**src/core/sci_flags_pkg.sv**
```systemverilog
/*
  Constants for the serial status-flag block: register offsets,
  field positions and reset values.
  Assumes a 32-bit Wishbone register bus with byte addresses.
*/
package sci_flags_pkg;
  // ----------------------------------------------------------------
  // Register offsets (byte addresses)
  // ----------------------------------------------------------------
  localparam logic [7:0] OFS_DATA = 8'h00;
  localparam logic [7:0] OFS_STAT1 = 8'h04;
  localparam logic [7:0] OFS_CTRL1 = 8'h08;
  localparam logic [7:0] OFS_CTRL3 = 8'h0c;
  localparam logic [7:0] OFS_EVT = 8'h10;
  localparam logic [7:0] OFS_MASK = 8'h14;
  // ----------------------------------------------------------------
  // Status one fields
  // ----------------------------------------------------------------
  localparam int S1_TX_EMPTY = 7;
  localparam int S1_TX_DONE = 6;
  localparam int S1_RX_FULL = 5;
  localparam int S1_IDLE = 4;
  localparam int S1_OVR = 3;
  localparam int S1_NOISE = 2;
  localparam int S1_FRAME = 1;
  localparam int S1_PARITY = 0;
  // ----------------------------------------------------------------
  // Control one and control three fields
  // ----------------------------------------------------------------
  localparam int C1_EMPTY_IE = 7;
  localparam int C1_DONE_IE = 6;
  localparam int C1_NINE = 4;
  localparam int C3_RX_NINTH = 7;
  localparam int C3_TX_NINTH = 6;
  // ----------------------------------------------------------------
  // Event status bits and reset values
  // ----------------------------------------------------------------
  localparam int EVT_W = 4;
  localparam int EV_RXFULL = 0;
  localparam int EV_IDLE = 1;
  localparam int EV_OVR = 2;
  localparam int EV_ERR = 3;
  localparam logic [EVT_W-1:0] EVT_RST = 4'h0;
  localparam logic [7:0] CTRL_RST = 8'h00;
  localparam logic [7:0] BYTE_ZERO = 8'h00;
  localparam logic [8:0] WORD_ZERO = 9'h000;
  localparam logic [31:0] DAT_ZERO = 32'h0000_0000;
endpackage : sci_flags_pkg

```
**src/core/sci_w1c_status.sv**
```systemverilog
/*
  Sticky status bits: hardware sets, software clears by writing one.
  Assumes set and clear are one-cycle strobes on sys_clk.
*/
`timescale 1ns/100ps
module sci_w1c_status #(
  parameter int W = 4
) (
  // Clock and reset
  input wire logic sys_clk,
  input wire logic srst,
  // Set and clear strobes
  input wire logic [W-1:0] set,
  input wire logic [W-1:0] clr,
  // Status
  output logic [W-1:0] stat_q
);
  // ----------------------------------------------------------------
  // Sticky bits, set wins over clear
  // ----------------------------------------------------------------
  always_ff @(posedge sys_clk) begin
    if (srst) begin
      stat_q <= '0;
    end else begin
      stat_q <= (stat_q & ~clr) | set;
    end
  end
endmodule : sci_w1c_status

```
**src/core/sci_read_seq_flag.sv**
```systemverilog
/*
  A flag cleared by a read of status one while it is set, then a read
  of the data register, and optionally a read of control three.
  Assumes read strobes last one cycle, one per bus access.
*/
`timescale 1ns/100ps
module sci_read_seq_flag #(
  parameter bit RST_VAL = 1'b0
) (
  // Clock and reset
  input wire logic sys_clk,
  input wire logic srst,
  // Hardware set
  input wire logic set,
  // Read strobes
  input wire logic status_rd,
  input wire logic data_rd,
  input wire logic extra_rd,
  input wire logic need_extra,
  // Flag
  output logic flag_q
);
  logic armed_q;
  logic data_seen_q;
  logic extra_seen_q;
  logic done;

  assign done = armed_q && (data_seen_q || data_rd) &&
    (!need_extra || extra_seen_q || extra_rd);

  // ----------------------------------------------------------------
  // Flag
  // ----------------------------------------------------------------
  always_ff @(posedge sys_clk) begin
    if (srst) begin
      flag_q <= RST_VAL;
    end else if (set) begin
      flag_q <= 1'b1;
    end else if (done) begin
      flag_q <= 1'b0;
    end
  end

  // ----------------------------------------------------------------
  // Arming by a status read that saw the flag set
  // ----------------------------------------------------------------
  always_ff @(posedge sys_clk) begin
    if (srst || set || done) begin
      armed_q <= 1'b0;
    end else if (status_rd && flag_q) begin
      armed_q <= 1'b1;
    end
  end

  // ----------------------------------------------------------------
  // Reads seen after arming, in either order
  // ----------------------------------------------------------------
  always_ff @(posedge sys_clk) begin
    if (srst || set || done || !armed_q) begin
      data_seen_q <= 1'b0;
      extra_seen_q <= 1'b0;
    end else begin
      data_seen_q <= data_seen_q || data_rd;
      extra_seen_q <= extra_seen_q || extra_rd;
    end
  end
endmodule : sci_read_seq_flag

```
**src/core/sci_status_flags_ninebit.sv**
```systemverilog
/*
  Status flags and 9-bit data handling of an asynchronous serial
  interface, reached over classic Wishbone.
  Assumes external shifters: the receiver offers one character per
  pulse with its error bits, the transmitter takes a word when ready.
*/
// Our own choices: the placing of the registers and the Wishbone slave port.
// How it works
// - Complete enable set: interrupt while complete flag set
// - Enables clear: no interrupt, flags still readable; the code still interrupts on event bits that are set in the mask register
// - Full flag clears: status read, then data
// - 9-bit mode also needs control three read
// - Idle flag clears: status read, then data
// - Idle stays clear until new character received
// - Error flags set together with full flag
// - No error flags for overrun-discarded characters
// - Full when new character: overrun, discard it
// - Word-length bit makes both directions 9-bit
// - Ninth bit above data MSB in control three
// - Ninth transmit bit copied with data load
// - Ninth transmit bit kept across characters
// - Ninth-bit and data reads in either order
`timescale 1ns/100ps
module sci_status_flags_ninebit (
  // Clock and reset
  input wire logic sys_clk,
  input wire logic srst,
  // Wishbone slave
  input wire logic wb_cyc_i,
  input wire logic wb_stb_i,
  input wire logic wb_we_i,
  input wire logic [7:0] wb_adr_i,
  input wire logic [3:0] wb_sel_i,
  input wire logic [31:0] wb_dat_i,
  output logic [31:0] wb_dat_o,
  output logic wb_ack_o,
  // Receive shifter side
  input wire logic rx_char_valid,
  input wire logic [8:0] rx_char,
  input wire logic rx_noise,
  input wire logic rx_framing,
  input wire logic rx_parity,
  input wire logic rx_idle_seen,
  // Transmit shifter side
  input wire logic tx_shifter_ready,
  input wire logic tx_shifter_done,
  output logic tx_load_q,
  output logic [8:0] tx_word_q,
  output logic nine_bit_mode_q,
  // Interrupt
  output logic irq_q
);
  logic go, rd_go, wr_go, rd_data, rd_stat, rd_c3;
  logic wr_data, wr_c1, wr_c3, wr_evt, wr_mask;
  logic accept, overrun, idle_set, load;
  logic rx_full;
  logic idle_flag;
  logic or_flag;
  logic noise_flag;
  logic framing_error_flag;
  logic parity_error_flag;
  logic [7:0] status_one;
  logic [7:0] rx_data_q;
  logic ninth_receive_bit_q;
  logic [7:0] tx_buf_q;
  logic ninth_transmit_bit_q;
  logic transmit_buffer_empty_flag_q;
  logic transmit_complete_flag_q;
  logic transmit_buffer_irq_enable_q;
  logic transmit_complete_irq_enable_q;
  logic idle_armed_q;
  logic [sci_flags_pkg::EVT_W-1:0] evt_set;
  logic [sci_flags_pkg::EVT_W-1:0] evt_clr;
  logic [sci_flags_pkg::EVT_W-1:0] evt_q;
  logic [sci_flags_pkg::EVT_W-1:0] mask_q;
  logic [31:0] rd_mux;

  // ----------------------------------------------------------------
  // Bus decode: one access taken per request, ack next cycle
  // ----------------------------------------------------------------
  assign go = wb_cyc_i && wb_stb_i && !wb_ack_o;
  assign rd_go = go && !wb_we_i;
  assign wr_go = go && wb_we_i && wb_sel_i[0];
  assign rd_data = rd_go && (wb_adr_i == sci_flags_pkg::OFS_DATA);
  assign rd_stat = rd_go && (wb_adr_i == sci_flags_pkg::OFS_STAT1);
  assign rd_c3 = rd_go && (wb_adr_i == sci_flags_pkg::OFS_CTRL3);
  assign wr_data = wr_go && (wb_adr_i == sci_flags_pkg::OFS_DATA);
  assign wr_c1 = wr_go && (wb_adr_i == sci_flags_pkg::OFS_CTRL1);
  assign wr_c3 = wr_go && (wb_adr_i == sci_flags_pkg::OFS_CTRL3);
  assign wr_evt = wr_go && (wb_adr_i == sci_flags_pkg::OFS_EVT);
  assign wr_mask = wr_go && (wb_adr_i == sci_flags_pkg::OFS_MASK);

  // ----------------------------------------------------------------
  // Receive path
  // ----------------------------------------------------------------
  assign overrun = rx_char_valid && rx_full;
  assign accept = rx_char_valid && !rx_full;
  assign idle_set = rx_idle_seen && idle_armed_q;

  always_ff @(posedge sys_clk) begin
    if (srst) begin
      rx_data_q <= sci_flags_pkg::BYTE_ZERO;
      ninth_receive_bit_q <= 1'b0;
    end else if (accept) begin
      rx_data_q <= rx_char[7:0];
      ninth_receive_bit_q <= nine_bit_mode_q && rx_char[8];
    end
  end

  // Idle may set once, then waits for a received character
  always_ff @(posedge sys_clk) begin
    if (srst) begin
      idle_armed_q <= 1'b1;
    end else if (accept) begin
      idle_armed_q <= 1'b1;
    end else if (idle_set) begin
      idle_armed_q <= 1'b0;
    end
  end

  sci_read_seq_flag #(.RST_VAL(1'b0)) u_rx_full (
    .sys_clk(sys_clk), .srst(srst), .set(accept),
    .status_rd(rd_stat), .data_rd(rd_data), .extra_rd(rd_c3),
    .need_extra(nine_bit_mode_q),
    .flag_q(rx_full)
  );
  sci_read_seq_flag #(.RST_VAL(1'b0)) u_idle (
    .sys_clk(sys_clk), .srst(srst), .set(idle_set),
    .status_rd(rd_stat), .data_rd(rd_data), .extra_rd(1'b0),
    .need_extra(1'b0),
    .flag_q(idle_flag)
  );
  sci_read_seq_flag #(.RST_VAL(1'b0)) u_ovr (
    .sys_clk(sys_clk), .srst(srst), .set(overrun),
    .status_rd(rd_stat), .data_rd(rd_data), .extra_rd(1'b0),
    .need_extra(1'b0),
    .flag_q(or_flag)
  );
  sci_read_seq_flag #(.RST_VAL(1'b0)) u_noise (
    .sys_clk(sys_clk), .srst(srst), .set(accept && rx_noise),
    .status_rd(rd_stat), .data_rd(rd_data), .extra_rd(1'b0),
    .need_extra(1'b0),
    .flag_q(noise_flag)
  );
  sci_read_seq_flag #(.RST_VAL(1'b0)) u_frame (
    .sys_clk(sys_clk), .srst(srst), .set(accept && rx_framing),
    .status_rd(rd_stat), .data_rd(rd_data), .extra_rd(1'b0),
    .need_extra(1'b0),
    .flag_q(framing_error_flag)
  );
  sci_read_seq_flag #(.RST_VAL(1'b0)) u_parity (
    .sys_clk(sys_clk), .srst(srst), .set(accept && rx_parity),
    .status_rd(rd_stat), .data_rd(rd_data), .extra_rd(1'b0),
    .need_extra(1'b0),
    .flag_q(parity_error_flag)
  );

  // ----------------------------------------------------------------
  // Control registers
  // ----------------------------------------------------------------
  always_ff @(posedge sys_clk) begin
    if (srst) begin
      nine_bit_mode_q <= 1'b0;
      transmit_buffer_irq_enable_q <= 1'b0;
      transmit_complete_irq_enable_q <= 1'b0;
    end else if (wr_c1) begin
      nine_bit_mode_q <= wb_dat_i[sci_flags_pkg::C1_NINE];
      transmit_buffer_irq_enable_q <= wb_dat_i[sci_flags_pkg::C1_EMPTY_IE];
      transmit_complete_irq_enable_q <= wb_dat_i[sci_flags_pkg::C1_DONE_IE];
    end
  end

  // Ninth transmit bit changes only on a control three write
  always_ff @(posedge sys_clk) begin
    if (srst) begin
      ninth_transmit_bit_q <= 1'b0;
    end else if (wr_c3) begin
      ninth_transmit_bit_q <= wb_dat_i[sci_flags_pkg::C3_TX_NINTH];
    end
  end

  always_ff @(posedge sys_clk) begin
    if (srst) begin
      mask_q <= sci_flags_pkg::EVT_RST;
    end else if (wr_mask) begin
      mask_q <= wb_dat_i[sci_flags_pkg::EVT_W-1:0];
    end
  end

  // ----------------------------------------------------------------
  // Transmit path
  // ----------------------------------------------------------------
  assign load = !transmit_buffer_empty_flag_q && tx_shifter_ready &&
    !tx_load_q;

  always_ff @(posedge sys_clk) begin
    if (srst) begin
      tx_buf_q <= sci_flags_pkg::BYTE_ZERO;
    end else if (wr_data) begin
      tx_buf_q <= wb_dat_i[7:0];
    end
  end

  // Buffer empty: a data write fills it, a shifter load empties it
  always_ff @(posedge sys_clk) begin
    if (srst) begin
      transmit_buffer_empty_flag_q <= 1'b1;
    end else if (wr_data) begin
      transmit_buffer_empty_flag_q <= 1'b0;
    end else if (load) begin
      transmit_buffer_empty_flag_q <= 1'b1;
    end
  end

  // Ninth bit goes to the shifter in the same load as the data
  always_ff @(posedge sys_clk) begin
    if (srst) begin
      tx_load_q <= 1'b0;
      tx_word_q <= sci_flags_pkg::WORD_ZERO;
    end else begin
      tx_load_q <= load;
      if (load) begin
        tx_word_q <= {nine_bit_mode_q && ninth_transmit_bit_q,
          tx_buf_q};
      end
    end
  end

  // Complete: shifter idle with nothing pending; set wins over write
  always_ff @(posedge sys_clk) begin
    if (srst) begin
      transmit_complete_flag_q <= 1'b1;
    end else if (tx_shifter_done && transmit_buffer_empty_flag_q) begin
      transmit_complete_flag_q <= 1'b1;
    end else if (wr_data) begin
      transmit_complete_flag_q <= 1'b0;
    end
  end

  // ----------------------------------------------------------------
  // Event status, mask and interrupt
  // ----------------------------------------------------------------
  assign evt_set = {accept && (rx_noise || rx_framing || rx_parity),
    overrun, idle_set, accept};
  assign evt_clr = wr_evt ? wb_dat_i[sci_flags_pkg::EVT_W-1:0] :
    sci_flags_pkg::EVT_RST;

  sci_w1c_status #(.W(sci_flags_pkg::EVT_W)) u_evt (
    .sys_clk(sys_clk), .srst(srst), .set(evt_set), .clr(evt_clr),
    .stat_q(evt_q)
  );

  always_ff @(posedge sys_clk) begin
    if (srst) begin
      irq_q <= 1'b0;
    end else begin
      irq_q <= (transmit_complete_irq_enable_q &&
        transmit_complete_flag_q) ||
        (transmit_buffer_irq_enable_q && transmit_buffer_empty_flag_q) ||
        ((evt_q & mask_q) != sci_flags_pkg::EVT_RST);
    end
  end

  // ----------------------------------------------------------------
  // Read data and acknowledge
  // ----------------------------------------------------------------
  assign status_one = {transmit_buffer_empty_flag_q,
    transmit_complete_flag_q, rx_full, idle_flag, or_flag, noise_flag,
    framing_error_flag, parity_error_flag};

  always_comb begin
    rd_mux = sci_flags_pkg::DAT_ZERO;
    case (wb_adr_i)
      sci_flags_pkg::OFS_DATA: rd_mux[7:0] = rx_data_q;
      sci_flags_pkg::OFS_STAT1: rd_mux[7:0] = status_one;
      sci_flags_pkg::OFS_CTRL1: begin
        rd_mux[sci_flags_pkg::C1_NINE] = nine_bit_mode_q;
        rd_mux[sci_flags_pkg::C1_EMPTY_IE] = transmit_buffer_irq_enable_q;
        rd_mux[sci_flags_pkg::C1_DONE_IE] = transmit_complete_irq_enable_q;
      end
      sci_flags_pkg::OFS_CTRL3: begin
        rd_mux[sci_flags_pkg::C3_RX_NINTH] = ninth_receive_bit_q;
        rd_mux[sci_flags_pkg::C3_TX_NINTH] = ninth_transmit_bit_q;
      end
      sci_flags_pkg::OFS_EVT: rd_mux[sci_flags_pkg::EVT_W-1:0] = evt_q;
      sci_flags_pkg::OFS_MASK: rd_mux[sci_flags_pkg::EVT_W-1:0] = mask_q;
      default: rd_mux = sci_flags_pkg::DAT_ZERO;
    endcase
  end

  always_ff @(posedge sys_clk) begin
    if (srst) begin
      wb_ack_o <= 1'b0;
      wb_dat_o <= sci_flags_pkg::DAT_ZERO;
    end else begin
      wb_ack_o <= go;
      wb_dat_o <= rd_go ? rd_mux : sci_flags_pkg::DAT_ZERO;
    end
  end
endmodule : sci_status_flags_ninebit

```
**config.mk**
```make
export PLATFORM = sky130hd
export DESIGN_NAME = sci_status_flags_ninebit
export DESIGN_NICKNAME = d
export VERILOG_FILES = /design/src/core/sci_flags_pkg.sv /design/src/core/sci_w1c_status.sv /design/src/core/sci_read_seq_flag.sv /design/src/core/sci_status_flags_ninebit.sv
export SDC_FILE = /design/constraint.sdc
export NUM_CORES = 1
export LEC_CHECK = 0
export ABC_AREA = 1
export ABC_CLOCK_PERIOD_IN_PS = 2660
export BUFFER_PORTS_ARGS = -buffer_cell sky130_fd_sc_hd__buf_2
export CELL_PAD_IN_SITES_DETAIL_PLACEMENT = 1
export CELL_PAD_IN_SITES_GLOBAL_PLACEMENT = 2
export CORE_ASPECT_RATIO = 1.4
export CORE_MARGIN = 8
export CORE_UTILIZATION = 30
export CTS_CLUSTER_DIAMETER = 200
export CTS_CLUSTER_SIZE = 30
export DETAILED_ROUTE_END_ITERATION = 6
export PLACE_DENSITY = 0.83
export SETUP_SLACK_MARGIN = 0.3
export SLEW_MARGIN = 30
export SYNTH_ARGS = -nofsm -noshare
export SYNTH_HDL_FRONTEND = slang
export SYNTH_HIERARCHICAL = 1
export SYNTH_SLANG_ARGS = --single-unit
```
**constraint.sdc**
```tcl
create_clock -name sys_clk -period 2.66 [get_ports sys_clk]
set_input_delay 0.399 -clock sys_clk [delete_from_list [all_inputs] [get_ports sys_clk]]
set_output_delay 0.399 -clock sys_clk [all_outputs]
set_load 0.02 [all_outputs]
```
==> summary.md, run 1 <==
| Metric | Value |
|---|---|
| Status | `completed` |
| Port buffer count | `slightly below 60` |
| R2R cell count | `10` |
| Synth warn | `6` |
| Die span in y | `around 140 um` |
| Final Hold Viols | `0` |
| Utilization after layout | `37.2%` |
| VDD IR max | `0.304 mV` |
| R2R setup slack | `around 1 ns` |
| Via count | `3066` |
| CP Data Arrival Time | `1.90 ns` |
| Library cells used by synthesis | `30` |
| GP Congestion | `0.778` |
| I/O Pins | `110` |
| Clk_lat worst skew | `0.33 ns` |
| Max Clock Freq | `0.593 GHz` |
| Die area | `0.0154 mm^2` |
| Worst-path clk slew | `0.06 ns` |
| Max-cap violations | `0` |
| RSZ-0062 raised after global routing | `false` |
| Final worst slack | `0.975 ns` |
| CTS HTree Levels | `3` |
| Postcts setup bufs | `0` |
| Clock Sinks | `76` |
| Syn avg cell area | `approximately 7.3 um^2` |
| Fraction of registers with async set/reset | `0%` |
| Hold Path Depth | `3` |
| Min-delay src | `rx_char[2]` |
| Final-report max-slew violation count | `0` |
| Crit path launch type | `flip-flop` |
| Largest net degree at the start of global routing | `24` |
| Cts repair resizes | `0` |
| Synthesized cell area | `0.00348 mm^2` |
| Req. time, crit path | `roughly 2.9 ns` |
| Critical path class | `reg2reg` |
| Sequential area share after synthesis | `between 40 and 50%` |
| Post-cts hold buffer count | `0` |
| Tcrit/Tclk final | `a little under two thirds` |
| Die X | `107 um` |
| HPWL Detailed | `roughly 7700 um` |
| Area growth syn-to-layout | `21.3%` |
| ANT cells | `0` |
| Vias per Instance | `4.37` |
| Initial Util | `30.7%` |
| Setup_tns | `0 ns` |
| Worst R2R End | `u_ovr/flag_q` |
| First-pass GRT wire length | `15700 um` |
| CTS Buf Count | `9` |
| Pwr dens | `643 mW/mm^2` |
| Final Power | `2.72 mW` |
| Crit end category | `flip-flop` |
| Post-Synthesis Cells | `around 480` |
| Yosys reg bits | `76` |
| Final Skew | `approximately 0.0061 ns` |
| Final net count | `618` |
| Yosys top cell by area | `dfxtp_1` |
| Reg2reg start | `wb_ack_o` |
| Clock Tree Root | `clkbuf_16` |
| CORE AREA | `approximately 0.011 mm^2` |
| DRC | `0` |
| Grt ovf | `0` |
| Average wire per standard cell | `13.8 um` |
| Share of cells above drive strength 1 | `24.2%` |
| Initial antenna violation count | `0` |
| CTS tree | `built` |
| Critical path peak fanout | `6` |
| Maximum root-to-sink buffer count | `2` |
| Final ANT Viol Nets | `0` |
| Hold worst-path end | `rx_data_q[2]` |
| CP startpoint | `wb_ack_o` |
| Final WL | `9660 um` |
| Tightest Hold Check Type | `in2reg` |
| Final setup vio count | `0` |
| Setup WS pre-CTS | `0.697 ns` |
| Synth cell count leaders | `nor2_1 (92), nand2_1 (83), dfxtp_1 (76)` |
| Gr usage total | `roughly an eighth` |
| Synth Flop Type | `dfxtp_1` |
| Share of the synthesized area in the top cell type | `43.7%` |
| Ranking of synthesized cells by area | `dfxtp_1 (44%), nor2_1 (9.9%), nand2_1 (8.9%), inv_1 (5.8%), buf_4 (5.4%)` |
| DRT iter0 DRCs | `102` |
| Leak | `1.92 nW` |
| Drt pass-1 iters | `4` |
| Count leader, synth | `nor2_1` |
| Number of synthesized flops with an enable pin | `0` |
| Vias in the first global route | `around 3300` |
| Cell row count | `46` |
| Fin crit period | `about 1.7 ns` |
[layer usage]
metal  GRT usage (%)  up-vias  part of all wire (%)
met5               0        -                     0
met4            5.13        0                   1.6
met3            3.41       10                   4.1
met2            23.7       52                    53
met1            13.9     1427                    41
li1                -     1577                     -
[critical path, cell delays in order, from the launching register on]
cell and delay, ns:
dfxtp_1 0.30, nand3b_1 0.24, nor2_1 0.20, inv_1 0.12, nor2_1 0.11, buf_4 0.17, nor2_1 0.07, nor2_2 0.12
nand2_2 0.10, nand2_2 0.09, a21oi_2 0.05
[worst max path at each step]
stage	endpoint	slack (ns)	depth (start not counted)
final	u_ovr/flag_q	0.98	10
after CTS	u_ovr/flag_q	0.93	10
after global routing	u_ovr/flag_q	0.83	10
after floorplan	u_rx_full/flag_q	1.05	10
after global placement	u_noise/flag_q	0.76	12
after detailed placement	u_ovr/flag_q	0.70	12
[report_power, final]
part,switching (mW),leakage (nW),internal [mW],total (mW)
Sequential,0.0156,0.617,1.16,1.18
Clock,0.467,0.160,0.875,1.34
Combinational,0.139,1.15,0.0567,0.196
[kinds of logic after synthesis]
logic type | count (synthesis) | synth area share, %
other | 1 | 0.108
and+or+nand+nor | 254 | 33.6
buffers and inverters | 91 | 12.8
AOI/OAI and AO/OA | 56 | 9.77
DFF | 76 | 43.7
[state kept, by name (all words and copies together) (netlist names), 4 cells and up]
| register | cells |
|---|---|
| wb_dat_o | 8 |
| tx_word_q | 9 |
| rx_data_q | 8 |
| mask_q | 4 |
| u_evt/stat_q | 4 |
| tx_buf_q | 8 |
[stage by stage]
| stage | area (um^2) | hold WS (ns) | instances |
|---|---|---|---|
| final | 4220 | 0.286 | 702 |
| after global routing | 4220 | 0.292 | 702 |
| after CTS | 4220 | 0.277 | 702 |
| after detailed placement | 3890 | 0.453 | 686 |
| after global placement | 3890 | 0.440 | 686 |
| after floorplan | 3610 | 0.426 | 511 |
[cells in the final DEF, fill, tap and decap left out, types with 3 or more instances in the layout]
master / Yosys / final
a21oi_1: 19 / 19
a21oi_2: 6 / 6
buf_2: 2 / 58
buf_4: 25 / 6
clkbuf_16: 0 / 9
clkinv_1: 3 / 3
conb_1: 1 / 34
dfxtp_1: 76 / 76
inv_1: 54 / 54
nand2_1: 83 / 83
nand2_2: 14 / 14
nand3_1: 32 / 32
nand3_2: 7 / 7
nor2_1: 92 / 92
nor2_2: 16 / 16
o21ai_0: 13 / 13
o21ai_1: 7 / 7
o21ai_2: 8 / 8
[final cells by class]
type                            count  area (um^2)
Clock buffer                       13          260
Clock inverter                      3         68.8
Fill cell                        1464         7120
Inverter                           58          218
Multi-Input combinational cell    344         1640
Sequential cell                    76         1520
Tap cell                          144          180
Timing Repair Buffer               64          335
Power figures use the tool's default switching activity.
==> inputs of run 2 (changes only) <==
- ABC_CLOCK_PERIOD_IN_PS: 2660 -> 1700
- CORE_UTILIZATION: 30 -> 27
- PLACE_DENSITY: 0.83 -> 0.75
- clock period: 2.66 -> 1.7 ns (I/O delays scaled with it)
==> summary.md, run 2 (same netlist as run 1, synthesis figures left out) <==
| Metric | Value |
|---|---|
| Gr usage total | `12.2% (-0.85 points)` |
| Worst-path clk slew | `0.06 ns (about the same)` |
| Vias in the first global route | `3380 (+3.9%)` |
| Pwr dens | `896 mW/mm^2 (+39%)` |
| Share of cells above drive strength 1 | `31.4% (+7.2 points)` |
| Clock Sinks | `76 (unchanged)` |
| Most common cell after layout, fill and taps aside | `nand2_1` |
| Critical path peak fanout | `6 (unchanged)` |
| Initial Util | `27.3% (-3.4 points)` |
| Initial antenna violation count | `0 (unchanged)` |
| Final Skew | `0.00635 ns (+0.000211 ns)` |
| CP startpoint | `wb_ack_o` |
| Grt ovf | `0 (unchanged)` |
| Max Clock Freq | `0.644 GHz (+8.6%)` |
| First-pass GRT wire length | `16400 um (+4.1%)` |
| Area growth syn-to-layout | `32.3%` |
| Final net count | `639 (+3.4%)` |
| Setup WS pre-CTS | `0.0609 ns (-0.636 ns)` |
| DRC | `0 (unchanged)` |
| Slowest cell on the critical path | `dfxtp_2` |
| Via count | `3136 (+2.3%)` |
| GP Congestion | `0.783 (+0.64%)` |
| Max-cap violations | `0 (unchanged)` |
| Maximum root-to-sink buffer count | `2 (unchanged)` |
| Slowest stage delay, CP | `0.31 ns (about the same)` |
| I/O Pins | `110 (unchanged)` |
| CP Data Arrival Time | `1.77 ns (-0.13 ns)` |
| ANT cells | `0 (unchanged)` |
| Critical path class | `reg2reg` |
| Die span in y | `150 um (+4.8%)` |
| Crit path launch type | `flip-flop` |
| CORE AREA | `0.0128 mm^2 (+12%)` |
| Final setup vio count | `0 (unchanged)` |
| Final Hold Viols | `0 (unchanged)` |
| Reg2reg start | `wb_ack_o` |
| Die X | `112 um (+4.6%)` |
| Leak | `2.08 nW (+8.3%)` |
| Drt pass-1 iters | `4 (unchanged)` |
| Crit-path most repeated cell | `nor2_4` |
| Max reg flops | `9 (unchanged)` |
| HPWL Detailed | `7610 um (-0.76%)` |
| CTS Buf Count | `9 (unchanged)` |
| Final-report max-slew violation count | `0 (unchanged)` |
| CTS HTree Levels | `3 (unchanged)` |
| Vias per Instance | `4.28 (-1.9%)` |
| Cell row count | `49 (+6.5%)` |
| RSZ-0062 raised after global routing | `true` |
| Final worst slack | `0.148 ns (-0.827 ns)` |
| Die area | `0.0168 mm^2 (+9.6%)` |
| Fillcell total | `1598 (+9.2%)` |
| Largest register by flop count | `tx_word_q` |
| Fin crit period | `1.55 ns (-0.133 ns)` |
| Crit end category | `flip-flop` |
| Commonest non-fill, non-tap cells in the layout | `nand2_1 (82), nor2_1 (80), dfxtp_1 (75), buf_2 (58), inv_1 (51)` |
| Tcrit/Tclk final | `91.3% (+28 points)` |
| Tightest Hold Check Type | `in2reg` |
| Final ANT Viol Nets | `0 (unchanged)` |
| DRT iter0 DRCs | `70 (-31%)` |
| Status | `completed` |
| Final Power | `4.13 mW (+52%)` |
| VDD IR max | `0.392 mV (+29%)` |
| Min-delay src | `tx_shifter_done` |
| Req. time, crit path | `1.92 ns (-0.96 ns)` |
| CTS tree | `built` |
| Largest net degree at the start of global routing | `34 (+42%)` |
| Final WL | `10100 um (+5.1%)` |
| Clk_lat worst skew | `0.33 ns (about the same)` |
| Average wire per standard cell | `13.9 um (+0.76%)` |
| Crit path cell chain | `nand3b_1 -> nor2_4 -> inv_2 -> nor2_4 -> buf_12 -> nor2_4 -> nor2_4 -> nand2_2 -> nand2_2 -> a21oi_2` |
| Setup_tns | `0 ns (unchanged)` |
| Clock Tree Root | `clkbuf_16` |
| Port buffer count | `58 (unchanged)` |
## run 2: per-stage QoR
| step | area, um^2 | utilization (%) | instances | hold slack (ns) |
|---|---|---|---|---|
| after floorplan | 3620 | - | 511 | 0.317 |
| after global placement | 4000 | 31.4 | 704 | 0.441 |
| after detailed placement | 4000 | 31.4 | 704 | 0.451 |
| after CTS | 4440 | 34.8 | 728 | 0.144 |
| after global routing | 4610 | 36.1 | 732 | 0.157 |
| final | 4610 | 36.1 | 732 | 0.151 |
## run 2: what timing repair did
action,4_1_cts,5_1_grt
hold buffers,0,0
endpoints found under the setup margin,30,50
pin swaps,8,25
setup buffers,8,3
resized for setup,15,33
gates cloned,0,1
## run 2: routing by layer
metal | routed length [um] | GRT usage (%) | vias up
li1 | - | - | 1619
met1 | 4210 | 13.3 | 1448
met2 | 5390 | 22.6 | 54
met3 | 350 | 2.77 | 15
met4 | 201 | 4.54 | 0
met5 | 0 | 0 | -
## run 2: critical path: cells and delay by family (launching register included)
family / cells / cell delay, ns
buf+inv: 2 / 0.22
compound gates: 1 / 0.06
simple gates: 7 / 0.84
flops: 1 / 0.31
## run 2: area by class of cell
cell class / instances / area, um^2 / share of cell area (%)
clock buffer: 12 / 256 / 5.57
clock inverter: 4 / 47.5 / 1.03
inverter: 58 / 223 / 4.83
multi-input combinational: 345 / 1820 / 39.6
sequential: 76 / 1520 / 33.1
tap: 153 / 191 / 4.16
timing repair buffer: 84 / 542 / 11.8
## run 2: power by group
part           internal, mW  total [mW]  leakage (nW)  switching (mW)
Combinational         0.113       0.345          1.32           0.232
Sequential             1.82        1.84         0.617          0.0247
Clock                  1.21        1.94         0.149           0.728
## run 2: final timing paths
kind,to,slack (ns),cells past startpoint
min reg2reg,idle_armed_q,0.46,2
max,u_ovr/flag_q,0.15,10
max reg2reg,u_ovr/flag_q,0.15,10
min,transmit_complete_flag_q,0.15,3
==> inputs of run 3 (changes only) <==
- ABC_AREA: 1 -> not set
- CORE_UTILIZATION: 27 -> 30
- PLACE_DENSITY: 0.75 -> 0.77
- SKIP_LAST_GASP: not set -> 1
- SLEW_MARGIN: 30 -> 15
==> summary.md, run 3 <==
| Metric | Value |
|---|---|
| Die X | `106 um (-5.5%)` |
| Top layer in use | `met4` |
| Sequential area share after synthesis | `44.9% (+1.2 points)` |
| Commonest non-fill, non-tap cells in the layout | `dfxtp_1 (74), buf_2 (58), conb_1 (39), nor2_1 (38), mux2i_1 (25)` |
| Slowest stage delay, CP | `0.42 ns (+0.11 ns)` |
| Sw Ratio | `22.6% (-1.3 points)` |
| Final-report max-slew violation count | `0 (unchanged)` |
| Sw Pwr | `0.961 mW (-2.5%)` |
| Int Power | `3.29 mW (+4.8%)` |
| Initial Util | `30.3% (+3.0 points)` |
| CP endpoint | `u_rx_full/armed_q` |
| Port buffer count | `58 (unchanged)` |
| VDD IR max | `0.445 mV (+14%)` |
| Crit end category | `flip-flop` |
| Syn avg cell area | `9.57 um^2 (+31%)` |
| Grt ovf | `0 (unchanged)` |
| Count leader, synth | `dfxtp_1` |
| Reg2reg start | `wb_ack_o` |
| WL met3 | `425 um (+21%)` |
| Number of synthesized flops with an enable pin | `0 (unchanged)` |
| Met1 Routed Length | `3700 um (-12%)` |
| Most common cell after layout, fill and taps aside | `dfxtp_1` |
| Max reg flops | `9 (unchanged)` |
| ANT cells | `0 (unchanged)` |
| Share of the synthesized area in the top cell type | `44.9% (+1.2 points)` |
| Synth warn | `6 (unchanged)` |
| Worst Path Buf+Inv | `1 (-1)` |
| Final non-filler cell total | `601 (-18%)` |
| GP Congestion | `0.817 (+4.4%)` |
| Via count | `2746 (-12%)` |
| Tcrit/Tclk final | `92.6% (+1.3 points)` |
| Vias per Instance | `4.57 (+6.7%)` |
| Status | `completed` |
| Synth Flop Type | `dfxtp_1` |
| Critical path class | `reg2reg` |
| Initial antenna violation count | `0 (unchanged)` |
| WHS | `0.161 ns (+0.00963 ns)` |
| Ranking of synthesized cells by area | `dfxtp_1 (45%), mux2i_1 (7.4%), buf_4 (5.5%), nor2_1 (4.3%), mux4_2 (3.3%)` |
| DRC | `0 (unchanged)` |
| R2R setup slack | `0.13 ns (-0.02 ns)` |
| Critical path peak fanout | `3 (-3)` |
| CTS HTree Levels | `3 (unchanged)` |
| Synthesized cell area | `0.00339 mm^2 (-2.7%)` |
| Share of cells above drive strength 1 | `36.5% (+5.1 points)` |
| Die area | `0.0150 mm^2 (-11%)` |
| I/O Pins | `110 (unchanged)` |
| Tightest Hold Check Type | `in2reg` |
| CTS tree | `built` |
| CORE AREA | `0.0112 mm^2 (-12%)` |
| Placed cell count | `578 (-18%)` |
| Final Skew | `0.00636 ns (+0.00000688 ns)` |
| Vias in the first global route | `3078 (-8.9%)` |
| Final WL | `9320 um (-8.2%)` |
| Clock power frac | `47.8% (+0.8 points)` |
| CTS Buf Count | `9 (unchanged)` |
| Crit path launch type | `flip-flop` |
| Area growth syn-to-layout | `34.1%` |
| Gr usage total | `13.1% (+0.90 points)` |
| Maximum root-to-sink buffer count | `2 (unchanged)` |
| Worst R2R End | `u_rx_full/armed_q` |
| Final Hold Viols | `0 (unchanged)` |
| Final ANT Viol Nets | `0 (unchanged)` |
| Post-Synthesis Cells | `354 (-26%)` |
| CP startpoint | `wb_ack_o` |
| Pwr dens | `937 mW/mm^2 (+4.5%)` |
| Drt pass-1 iters | `4 (unchanged)` |
| Die span in y | `142 um (-5.7%)` |
| Synth cell count leaders | `dfxtp_1 (76), nor2_1 (39), nand2_1 (26)` |
| Req. time, crit path | `1.94 ns (+0.02 ns)` |
| Final net count | `517 (-19%)` |
| Clk_lat worst skew | `0.34 ns (about the same)` |
| Sequential Power Share | `43.2% (-1.5 points)` |
| Final setup vio count | `0 (unchanged)` |
| Largest net degree at the start of global routing | `26 (-24%)` |
| Yosys reg bits | `76 (unchanged)` |
| Yosys top cell by area | `dfxtp_1` |
| Library cells used by synthesis | `39 (+30%)` |
| Critical path depth in cells | `6 (-4)` |
| HPWL Detailed | `7170 um (-5.7%)` |
| RSZ-0062 raised after global routing | `true` |
| Worst-path clk slew | `0.05 ns (about the same)` |
| Worst path top cell family by delay | `simple AND/OR/NAND/NOR gates` |
| Cell row count | `46 (-6.1%)` |
| Routed wire length on met2 | `5030 um (-6.7%)` |
| Average wire per standard cell | `15.5 um (+12%)` |
| Fraction of registers with async set/reset | `0% (unchanged)` |
| Slowest cell on the critical path | `or3b_4` |
| R2R cell count | `6 (-4)` |
| Combinational share of power | `9.0% (+0.6 points)` |
| Fin crit period | `1.57 ns (+0.0217 ns)` |
| First-pass GRT wire length | `15600 um (-4.7%)` |
| Crit path cell chain | `and4bb_2 -> nand3_2 -> buf_6 -> nor4_4 -> or3b_4 -> a311oi_2` |
| Clock Sinks | `76 (unchanged)` |
| DRT iter0 DRCs | `97 (+39%)` |
| Max Clock Freq | `0.635 GHz (-1.4%)` |
| Leak | `1.89 nW (-9.1%)` |
| Clock Tree Root | `clkbuf_16` |
| Largest register by flop count | `tx_word_q` |
| CP Data Arrival Time | `1.82 ns (+0.05 ns)` |
| Max-cap violations | `0 (unchanged)` |
==> run 3: layer usage <==
layer,up-vias,global-route usage (%)
met5,-,0
li1,1368,-
met2,54,23.8
met4,0,6.32
met1,1316,13.6
met3,8,3.27
==> run 3: per-stage QoR <==
step	utilization, %	TNS (ns)	setup WS [ns]	cell area, um^2	power [mW]
6_report	40.7	0	0.126	4540	4.25
3_3_place_gp	35.7	-0.291	-0.0827	3990	2.21
5_1_grt	40.7	0	0.0875	4540	4.43
4_1_cts	40.0	0	0.123	4470	4.30
2_1_floorplan	-	0	0.260	3610	2.13
3_5_place_dp	35.7	-0.275	-0.0857	3990	2.22
==> run 3: power groups by stage <==
| stage | registers, mW | logic, mW | clock network (mW) |
|---|---|---|---|
| global placement | 1.87 | 0.339 | 0 |
| floorplan | 1.87 | 0.259 | 0 |
| CTS | 1.84 | 0.374 | 2.09 |
| detailed placement | 1.88 | 0.345 | 0 |
| global route | 1.84 | 0.425 | 2.17 |
| finish | 1.84 | 0.384 | 2.04 |
==> run 3: area by class of cell <==
| cell class | count | area, um^2 |
|---|---|---|
| tap | 144 | 180 |
| timing repair buffer | 86 | 537 |
| clock buffer | 12 | 246 |
| sequential | 76 | 1530 |
| inverter | 8 | 33.8 |
| clock inverter | 4 | 71.3 |
| fill | 1303 | 6620 |
| multi-input combinational | 271 | 1950 |
==> run 3: repair_timing <==
| action | in CTS | in global routing |
|---|---|---|
| gates resized for setup | 25 | 20 |
| endpoints found under the setup margin | 27 | 45 |
| pin swaps | 9 | 18 |
| buffers inserted | 7 | 0 |
| hold buffers | 0 | 0 |
==> run 3: worst min-delay path by stage <==
stage	endpoint	start	cells past startpoint
floorplan	u_rx_full/flag_q	srst	1
global placement	rx_data_q[4]	rx_data_q[4]	2
detailed placement	rx_data_q[4]	rx_data_q[4]	2
CTS	transmit_complete_flag_q	tx_shifter_done	2
global route	rx_data_q[4]	rx_char[4]	3
finish	transmit_complete_flag_q	tx_shifter_done	2
==> run 3: kinds of logic (layout without fill, tap and decap cells) <==
group / Yosys count / in the layout / synth area share [%]
AOI/OAI and AO/OA: 40 / 40 / 7.79
other: 1 / 39 / 0.111
muxes: 31 / 31 / 11.5
buffers and inverters: 45 / 110 / 8.53
DFF: 76 / 76 / 44.9
and+or+nand+nor: 161 / 161 / 27.2
